`src/verilog/gcc_defs.svh`:
```
`ifndef GCC_DEFS_SVH
`define GCC_DEFS_SVH

// Register indices; the byte address on the bus is four times the index.
`define GCC_IDX_STATUS0     8'h01
`define GCC_IDX_MASK0       8'h02
`define GCC_IDX_CALC_CS     8'h03
`define GCC_IDX_CFG_START   8'h30
`define GCC_IDX_CFG_FIRST   8'h31
`define GCC_IDX_GAIN_CFG    8'h34
`define GCC_IDX_CFG_LAST    8'h3A
`define GCC_IDX_CHECKSUM    8'h3B

// Number of words guarded by the checksum.
`define GCC_CFG_WORDS       10
`define GCC_CFG_SLOT_W      4

// Reset values.
`define GCC_RST_CFG_START   16'h0000
`define GCC_RST_CFG_31      16'h0000
`define GCC_RST_CFG_32      16'hC468
`define GCC_RST_CFG_33      16'h0087
`define GCC_RST_GAIN_CFG    16'h0000
`define GCC_RST_CFG_OTHER   16'h0000
`define GCC_RST_CHECKSUM    16'h421C

// Value of the start register that arms the comparison.
`define GCC_CHECK_VALUE     16'h8765

// Field positions.
`define GCC_DGAIN_HI        15
`define GCC_DGAIN_LO        14
`define GCC_AGAIN_HI        13
`define GCC_AGAIN_LO        0
`define GCC_FAULT_BIT       14

// Width of one decimated current sample.
`define GCC_SAMPLE_W        24
`define GCC_CUR_CHANNELS    4

`endif

```
`src/verilog/gcc_pkg.sv`:
```
package gcc_pkg;

	// Checksum scanner states; one bit changes per step except from GCC_CMP back to GCC_SCAN.
	typedef enum logic [1:0] {
		GCC_SCAN  = 2'b00,
		GCC_LATCH = 2'b01,
		GCC_CMP   = 2'b11
	} gcc_scan_t;

endpackage

```
`src/verilog/gcc_top.sv`:
```
// Operation
// - Top two gain bits shift all four decimated currents: gain 1, 2, 4 or 8.
// - Low fourteen bits carry two-bit analog gain codes per voltage and current input.
// - Analog code 00 is 1x, 01 is 2x, 10 is 4x; code 11 is invalid.
// - Checksum low byte is the eight-bit sum of all guarded bytes.
// - Checksum high byte is the exclusive-or of all guarded bytes.
// - Checksum recomputed continuously; compared while start register holds the check value.
// - Mismatch sets fault flag bit 14 and warning pin; interrupt pin only while mask bit 14 is set.
//
// Added by the designer: the Wishbone interface to the registers.
`timescale 1ns/100ps
`default_nettype none
`include "gcc_defs.svh"

module gcc_top
	import gcc_pkg::*;
(
	// Clock and reset.
	input  wire logic                          clk_i,
	input  wire logic                          rst_i,
	// Wishbone classic slave.
	input  wire logic                          wb_cyc_i,
	input  wire logic                          wb_stb_i,
	input  wire logic                          wb_we_i,
	input  wire logic [31:0]                   wb_adr_i,
	input  wire logic [3:0]                    wb_sel_i,
	input  wire logic [31:0]                   wb_dat_i,
	output logic      [31:0]                   wb_dat_o,
	output logic                               wb_ack_o,
	// Decimated current samples, one lane per channel.
	input  wire logic                          cur_valid_i,
	input  wire logic [4*`GCC_SAMPLE_W-1:0]    cur_sample_i,
	output logic                               cur_valid_o,
	output logic      [4*`GCC_SAMPLE_W-1:0]    cur_sample_o,
	// Analog amplifier gain codes and alarm pins.
	output logic      [13:0]                   analog_gain_codes_o,
	output logic                               warning_output_pin_o,
	output logic                               irq_o
);

	localparam int W = `GCC_SAMPLE_W;

	// True when an index falls inside the guarded configuration block.
	function automatic logic in_cfg_block(input logic [7:0] idx);
		in_cfg_block = (idx >= `GCC_IDX_CFG_FIRST) && (idx <= `GCC_IDX_CFG_LAST);
	endfunction

	// Slot of a guarded word inside the storage array.
	function automatic logic [`GCC_CFG_SLOT_W-1:0] cfg_slot(input logic [7:0] idx);
		logic [7:0] d;
		d = idx - `GCC_IDX_CFG_FIRST;
		cfg_slot = d[`GCC_CFG_SLOT_W-1:0];
	endfunction

	// Byte-lane merge of a 16-bit register with a write.
	function automatic logic [15:0] merge16(input logic [15:0] old,
	                                        input logic [31:0] wdat,
	                                        input logic [3:0]  sel);
		merge16[7:0]  = sel[0] ? wdat[7:0]  : old[7:0];
		merge16[15:8] = sel[1] ? wdat[15:8] : old[15:8];
	endfunction

	// Signed left shift by zero to three places that clips instead of wrapping.
	function automatic logic [W-1:0] sat_shift(input logic [W-1:0] x,
	                                           input logic [1:0]   s);
		logic [W+2:0] ext;
		logic [W+2:0] sh;
		logic         ovf;
		ext = {{3{x[W-1]}}, x};
		sh  = ext << s;
		ovf = !((sh[W+2:W-1] == '0) || (sh[W+2:W-1] == '1));
		if (ovf) begin
			sat_shift = x[W-1] ? {1'b1, {(W-1){1'b0}}} : {1'b0, {(W-1){1'b1}}};
		end else begin
			sat_shift = sh[W-1:0];
		end
	endfunction

	// Register state.
	logic [15:0]     cfg_reg       [`GCC_CFG_WORDS];
	logic [15:0]     cfg_next      [`GCC_CFG_WORDS];
	logic [15:0]     start_reg;
	logic [15:0]     start_next;
	logic [15:0]     cs_reg;
	logic [15:0]     cs_next;
	logic [15:0]     status_reg;
	logic [15:0]     status_next;
	logic [15:0]     mask_reg;
	logic [15:0]     mask_next;
	logic            ack_reg;
	logic            ack_next;
	logic [31:0]     rdat_reg;
	logic [31:0]     rdat_next;

	// Checksum scanner state.
	gcc_scan_t                  scan_reg;
	gcc_scan_t                  scan_next;
	logic [`GCC_CFG_SLOT_W-1:0] idx_reg;
	logic [`GCC_CFG_SLOT_W-1:0] idx_next;
	logic [7:0]                 sum_reg;
	logic [7:0]                 sum_next;
	logic [7:0]                 xor_reg;
	logic [7:0]                 xor_next;
	logic [15:0]                calc_reg;
	logic [15:0]                calc_next;
	logic                       mismatch;

	// Bus decode shared by the register process.
	logic [7:0]      bus_idx;
	logic            bus_req;
	logic            bus_wr;
	logic            bus_rd;
	logic [15:0]     rd_word;

	assign bus_idx = wb_adr_i[9:2];
	assign bus_req = wb_cyc_i && wb_stb_i;
	// Writes and read side effects act at the edge that samples ack high.
	assign bus_wr  = bus_req && wb_we_i && ack_reg;
	assign bus_rd  = bus_req && !wb_we_i && ack_reg;

	// Read multiplexer; unmapped indices read as zero.
	always_comb begin
		rd_word = 16'h0000;
		if (in_cfg_block(bus_idx)) begin
			rd_word = cfg_reg[cfg_slot(bus_idx)];
		end else begin
			case (bus_idx)
				`GCC_IDX_STATUS0:   rd_word = status_reg;
				`GCC_IDX_MASK0:     rd_word = mask_reg;
				`GCC_IDX_CALC_CS:   rd_word = calc_reg;
				`GCC_IDX_CFG_START: rd_word = start_reg;
				`GCC_IDX_CHECKSUM:  rd_word = cs_reg;
				default:            rd_word = 16'h0000;
			endcase
		end
	end

	// Scanner walks one guarded word per cycle, then latches and compares.
	// A write during a pass can give one stale result; the next pass corrects it.
	always_comb begin
		scan_next = scan_reg;
		idx_next  = idx_reg;
		sum_next  = sum_reg;
		xor_next  = xor_reg;
		calc_next = calc_reg;
		mismatch  = 1'b0;
		case (scan_reg)
			GCC_SCAN: begin
				sum_next = sum_reg + cfg_reg[idx_reg][15:8] + cfg_reg[idx_reg][7:0];
				xor_next = xor_reg ^ cfg_reg[idx_reg][15:8] ^ cfg_reg[idx_reg][7:0];
				if (idx_reg == `GCC_CFG_SLOT_W'(`GCC_CFG_WORDS - 1)) begin
					scan_next = GCC_LATCH;
				end else begin
					idx_next = idx_reg + `GCC_CFG_SLOT_W'(1);
				end
			end
			GCC_LATCH: begin
				calc_next = {xor_reg, sum_reg};
				scan_next = GCC_CMP;
			end
			GCC_CMP: begin
				mismatch  = (start_reg == `GCC_CHECK_VALUE) && (calc_reg != cs_reg);
				idx_next  = '0;
				sum_next  = 8'h00;
				xor_next  = 8'h00;
				scan_next = GCC_SCAN;
			end
			default: begin
				idx_next  = '0;
				sum_next  = 8'h00;
				xor_next  = 8'h00;
				scan_next = GCC_SCAN;
			end
		endcase
	end

	always_ff @(posedge clk_i) begin
		if (rst_i) begin
			scan_reg <= GCC_SCAN;
			idx_reg  <= '0;
			sum_reg  <= 8'h00;
			xor_reg  <= 8'h00;
			calc_reg <= 16'h0000;
		end else begin
			scan_reg <= scan_next;
			idx_reg  <= idx_next;
			sum_reg  <= sum_next;
			xor_reg  <= xor_next;
			calc_reg <= calc_next;
		end
	end

	// Register file next state, bus answer and fault flag.
	always_comb begin
		for (int i = 0; i < `GCC_CFG_WORDS; i++) begin
			cfg_next[i] = cfg_reg[i];
		end
		start_next = start_reg;
		cs_next    = cs_reg;
		mask_next  = mask_reg;
		status_next = status_reg;
		ack_next   = bus_req && !ack_reg;
		rdat_next  = rdat_reg;
		if (bus_req && !ack_reg && !wb_we_i) begin
			rdat_next = {16'h0000, rd_word};
		end
		if (bus_wr) begin
			if (in_cfg_block(bus_idx)) begin
				cfg_next[cfg_slot(bus_idx)] = merge16(cfg_reg[cfg_slot(bus_idx)],
				                                      wb_dat_i, wb_sel_i);
			end else begin
				case (bus_idx)
					`GCC_IDX_CFG_START: start_next = merge16(start_reg, wb_dat_i, wb_sel_i);
					`GCC_IDX_CHECKSUM:  cs_next    = merge16(cs_reg, wb_dat_i, wb_sel_i);
					`GCC_IDX_MASK0:     mask_next  = merge16(mask_reg, wb_dat_i, wb_sel_i);
					default:            ;
				endcase
			end
		end
		// A read of the status word clears it; a fault in the same cycle still sets.
		if (bus_rd && (bus_idx == `GCC_IDX_STATUS0)) begin
			status_next = 16'h0000;
		end
		if (mismatch) begin
			status_next[`GCC_FAULT_BIT] = 1'b1;
		end
	end

	always_ff @(posedge clk_i) begin
		if (rst_i) begin
			cfg_reg[0] <= `GCC_RST_CFG_31;
			cfg_reg[1] <= `GCC_RST_CFG_32;
			cfg_reg[2] <= `GCC_RST_CFG_33;
			cfg_reg[3] <= `GCC_RST_GAIN_CFG;
			for (int i = 4; i < `GCC_CFG_WORDS; i++) begin
				cfg_reg[i] <= `GCC_RST_CFG_OTHER;
			end
			start_reg  <= `GCC_RST_CFG_START;
			cs_reg     <= `GCC_RST_CHECKSUM;
			status_reg <= 16'h0000;
			mask_reg   <= 16'h0000;
			ack_reg    <= 1'b0;
			rdat_reg   <= 32'h0000_0000;
		end else begin
			for (int i = 0; i < `GCC_CFG_WORDS; i++) begin
				cfg_reg[i] <= cfg_next[i];
			end
			start_reg  <= start_next;
			cs_reg     <= cs_next;
			status_reg <= status_next;
			mask_reg   <= mask_next;
			ack_reg    <= ack_next;
			rdat_reg   <= rdat_next;
		end
	end

	assign wb_ack_o = ack_reg;
	assign wb_dat_o = rdat_reg;

	// Pins follow the sticky flag, the interrupt only while mask bit 14 is set, so a short mismatch is never missed.
	assign warning_output_pin_o = status_reg[`GCC_FAULT_BIT];
	assign irq_o                = |(status_reg & mask_reg);

	// Analog codes go out untouched; code 11 is passed through, not repaired.
	assign analog_gain_codes_o =
		cfg_reg[cfg_slot(`GCC_IDX_GAIN_CFG)][`GCC_AGAIN_HI:`GCC_AGAIN_LO];

	// Digital gain on the decimated currents, one pipeline stage.
	logic [1:0]                    dgain;
	logic [4*`GCC_SAMPLE_W-1:0]    samp_reg;
	logic [4*`GCC_SAMPLE_W-1:0]    samp_next;
	logic                          sval_reg;
	logic                          sval_next;

	assign dgain = cfg_reg[cfg_slot(`GCC_IDX_GAIN_CFG)][`GCC_DGAIN_HI:`GCC_DGAIN_LO];

	generate
		for (genvar ch = 0; ch < `GCC_CUR_CHANNELS; ch++) begin : g_lane
			always_comb begin
				samp_next[ch*W +: W] = samp_reg[ch*W +: W];
				if (cur_valid_i) begin
					samp_next[ch*W +: W] = sat_shift(cur_sample_i[ch*W +: W], dgain);
				end
			end
		end
	endgenerate

	assign sval_next = cur_valid_i;

	always_ff @(posedge clk_i) begin
		if (rst_i) begin
			samp_reg <= '0;
			sval_reg <= 1'b0;
		end else begin
			samp_reg <= samp_next;
			sval_reg <= sval_next;
		end
	end

	assign cur_sample_o = samp_reg;
	assign cur_valid_o  = sval_reg;

endmodule

`default_nettype wire

```
`config.mk`:
```
export PLATFORM = sky130hd
export DESIGN_NAME = gcc_top
export DESIGN_NICKNAME = d
export VERILOG_FILES = /design/src/verilog/gcc_pkg.sv /design/src/verilog/gcc_top.sv
export VERILOG_INCLUDE_DIRS = /design/src /design/src/verilog
export SDC_FILE = /design/constraint.sdc
export NUM_CORES = 1
export LEC_CHECK = 0
export BUFFER_PORTS_ARGS = -buffer_cell sky130_fd_sc_hd__buf_2
export CAP_MARGIN = 25
export CORE_MARGIN = 3
export CORE_UTILIZATION = 24
export DETAILED_ROUTE_END_ITERATION = 10
export PLACE_DENSITY_LB_ADDON = 0.05
export SLEW_MARGIN = 20
export SYNTH_ARGS = -nofsm -noshare
export SYNTH_HDL_FRONTEND = slang
export SYNTH_SLANG_ARGS = --single-unit
```
`constraint.sdc`:
```
create_clock -name clk_i -period 8.5 [get_ports clk_i]
set_input_delay 0.85 -clock clk_i [delete_from_list [all_inputs] [get_ports clk_i]]
set_output_delay 0.85 -clock clk_i [all_outputs]
set_load 0.02 [all_outputs]
```
==> metrics.md <==
| Metric | Value |
|---|---|
| Largest net degree at the start of global routing | 154 |
| Flop2flop setup slack | 3.13 ns |
| Final min period | 5.37 ns |
| Depth of the CTS H-tree | 2 |
| Max reg flops | 160 |
| Global route overflow | 0 |
| Share of power burned in registers | 0.403 |
| Share of flip-flops with an asynchronous set or reset | 0 |
| P_int | 3.23 mW |
| WHS Endpoint | wb_dat_o[1] |
| Core ar. | 85500 um2 |
| PostCTS Resize Cnt | 0 |
| Sink Count | 365 |
| Startpoint Class | register |
| Area Growth Syn to Fin | 16.6% |
| CTS Root Buffer Type | clkbuf_16 |
| Overall routing resource usage | 0.176 |
| Delay of the slowest critical-path stage | 0.70 ns |
| Leakage power | 8.47 nW |
| Vias in the first global route | 16800 |
| Distinct cells, synth | 77 |
| Avg Inst Size Synth | 9.42 um2 |
| Starting Density | 0.243 |
| CP endpoint kind | register |
| Post-synth EDFFs | 0 |
| CP max-delay cell | dfxtp_4 |
| Mapped cell area | 20800 um2 |
| CP required | 8.96 ns |
| Fin nets | 2508 |
| Max IR drop VDD | 0.119 mV |
| Slew Limit Headroom | 0.325 |
| CTS tree | built |
| Clk_lat worst skew | 0.60 ns |
| Slew @ Worst Pin | 1.01 ns |
| Total Power | 4.50 mW |
| Rows | 107 |
| Final setup fails | 0 |
| Ys flop type | dfxtp_1 |
| Yosys Warn Count | 0 |
| Sw Share | 0.283 |
| Buffers on Ports | 257 |
| Worst hold start | wb_dat_o[1] |
| Clock power share | 0.465 |
| DR pass1 iterations | 5 |
| Routed Antenna Nets | 0 |
| Pwr Density | 186 nW/um2 |
| Setup CP Type | register to register |
| Outcome | complete, no violations |
| Syn Inst Count | 2205 |
| Placed wire-length estimate | 57.4 mm |
| Initial antenna violation count | 8 |
| R2R cell count | 15 |
| FF+latch count, synth | 365 |
| RR Endpoint | sum_reg[7] |
| DRC violations left | 0 |
| Clock Pin Slew Worst Setup and Hold Paths | 0.06 ns |
| Fmax | 186 MHz |
| Worst min path class | register to register |
| Num CTS Buffers | 49 |
| Placed Instances | 3408 |
| Die Width | 300 um |
| Critical Path AT | 5.83 ns |
| Non-Filler Instances | 3498 |
| Register area share after synthesis | 0.352 |
| Fin. max-slew vios | 0 |
| Comb power frac | 0.132 |
| Max FO, Critical Path | 26 |
| Worst Hold Depth | 2 |
| Postcts setup bufs | 0 |
| Setup_tns | 0 ns |
| Vias per Instance | 4.96 |
| Die H | 300 um |
| Worst Hold Slack | 0.448 ns |
| # hold bufs at CTS | 0 |
| Max Cap Viol | 0 |
| Skew final | 0.0241 ns |
| Worst-path cell chain | buf_4 > mux4_2 > nor2b_4 > a211oi_2 > nor2_1 > fa_1 > ha_1 > inv_1 > fa_1 > nor2b_1 > o31ai_1 > a21oi_1 > or3_1 > a221o_1 > or4_1 |
| Post-Route WL | 81.5 mm |
| Gpl congestion | 0.784 |
| DR WL/cell | 23.3 um |
| Final Instance Area | 24200 um2 |
| Top cell by count, worst path | fa_1 |
| Global-route wire length before repair | 119 mm |
| Dpl cell area | 22600 um2 |
| Drt initial violations | 1058 |
| Layout cells sized above 1 | 0.255 |
| Final hold viol count | 0 |
| Clock Path Buffers | 3 |
| DIE AREA | 90100 um2 |
| RSZ-0062 raised after global routing | false |
| Sw power | 1.27 mW |
| Vias | 17400 |
| I/O pins | 316 |
| Final period util | 0.632 |
[critical path, delay by kind of cell (launching register included)]
family,cells,cell delay (ns)
simple gates,5,1.24
mux,1,0.57
fa+ha+maj,3,0.86
compound gates,4,1.26
buf+inv,2,0.61
flops,1,0.70
[metrics by stage]
stage	util	setup slack, ns
CTS	0.283	2.96
floorplan	-	3.98
global route	0.283	2.67
finish	0.283	3.13
global placement	0.264	3.01
detailed placement	0.264	2.98
[cell usage after synthesis, drive strengths merged, types with 3 or more instances]
library cell / instances / share of area
o21ai: 75 / 0.018
and2: 18 / 0.0054
mux2i: 82 / 0.042
nand2b: 62 / 0.019
o21a: 15 / 0.0054
a21boi: 4 / 0.0036
or3: 8 / 0.0024
buf: 117 / 0.039
o211ai: 25 / 0.0090
nor2b: 29 / 0.0095
dfxtp: 365 / 0.35
inv: 15 / 0.0027
a2111oi: 11 / 0.0052
ha: 14 / 0.0084
nand4: 8 / 0.0024
mux4: 116 / 0.13
mux2: 20 / 0.011
xnor2: 5 / 0.0021
and3: 14 / 0.0042
a21o: 6 / 0.0022
o31ai: 3 / 0.0011
nand3b: 12 / 0.0043
nor4b: 8 / 0.0044
o21bai: 9 / 0.0033
xor2: 21 / 0.0089
nor3: 19 / 0.0046
fa: 8 / 0.0077
nor4: 12 / 0.0045
a221oi: 5 / 0.0021
a31oi: 12 / 0.0036
clkbuf: 127 / 0.023
a21oi: 87 / 0.022
a22oi: 12 / 0.0043
nand3: 24 / 0.0058
a311oi: 80 / 0.034
nand2: 206 / 0.037
a211o: 21 / 0.0089
or2: 4 / 0.0012
nor3b: 14 / 0.0053
o311ai: 4 / 0.0017
a211oi: 180 / 0.080
nor2: 308 / 0.056
[placed cells by master, fill, tap and decap left out, types with 9 or more instances in the layout]
| cell | instances |
|---|---|
| a211o_1 | 21 |
| a211oi_1 | 118 |
| a211oi_2 | 62 |
| a21oi_1 | 84 |
| a22oi_1 | 12 |
| a311oi_1 | 76 |
| a31oi_1 | 12 |
| and2_1 | 17 |
| and3_1 | 10 |
| buf_2 | 255 |
| buf_4 | 30 |
| clkbuf_16 | 50 |
| clkbuf_8 | 14 |
| clkinv_2 | 11 |
| conb_1 | 16 |
| dfxtp_1 | 362 |
| ha_1 | 14 |
| inv_1 | 15 |
| mux2_2 | 20 |
| mux2i_1 | 78 |
| mux4_2 | 113 |
| nand2_1 | 206 |
| nand2b_1 | 62 |
| nand3_1 | 24 |
| nand3b_1 | 12 |
| nor2_1 | 308 |
| nor2b_1 | 27 |
| nor3_1 | 19 |
| nor3b_1 | 13 |
| nor4_1 | 9 |
| o211ai_1 | 25 |
| o21a_1 | 15 |
| o21ai_0 | 74 |
| o21bai_1 | 9 |
| xor2_1 | 20 |
[cells by family after synthesis]
logic type,count (synthesis),synth area share
xor gates and xnor gates,26,0.0110
other,1,0.000181
and+or+nand+nor,755,0.169
AOI/OAI and AO/OA,558,0.208
buffers and inverters,260,0.0649
adders and majority gates,22,0.0161
DFF,365,0.352
muxes,218,0.179
[how the worst max path moves through the flow]
| stage | endpoint | slack, ns | depth (start not counted) |
|---|---|---|---|
| final | sum_reg[7] | 3.13 | 15 |
| after global routing | sum_reg[7] | 2.67 | 15 |
| after CTS | sum_reg[7] | 2.96 | 15 |
| after detailed placement | sum_reg[7] | 2.98 | 15 |
| after global placement | sum_reg[7] | 3.01 | 15 |
| after floorplan | sum_reg[7] | 3.98 | 16 |
[power by group through the flow]
stage	clock network, mW	registers (mW)	logic [mW]
after floorplan	0	1.87	0.357
after CTS	2.18	1.81	0.602
after detailed placement	0	1.85	0.600
after global routing	2.24	1.82	0.648
after global placement	0	1.85	0.597
final	2.09	1.81	0.595
[per-layer routing]
| metal | part of all wire | wire length [um] | vias up | GRT usage |
|---|---|---|---|---|
| met5 | 0 | 0 | - | 0 |
| met4 | 0.020 | 1640 | 0 | 0.0407 |
| met3 | 0.052 | 4220 | 86 | 0.0354 |
| met2 | 0.47 | 38000 | 393 | 0.282 |
| met1 | 0.46 | 37700 | 8554 | 0.243 |
| li1 | - | - | 8329 | - |
[final cells by class]
class	instances	area, um2
Sequential cell	365	7320
Antenna cell	4	10.0
Timing Repair Buffer	289	1560
Clock inverter	16	148
Inverter	16	60.1
Multi-Input combinational cell	1595	12200
Fill cell	9085	61300
Tap cell	1144	1430
Clock buffer	69	1460
Power figures use the tool's default switching activity.
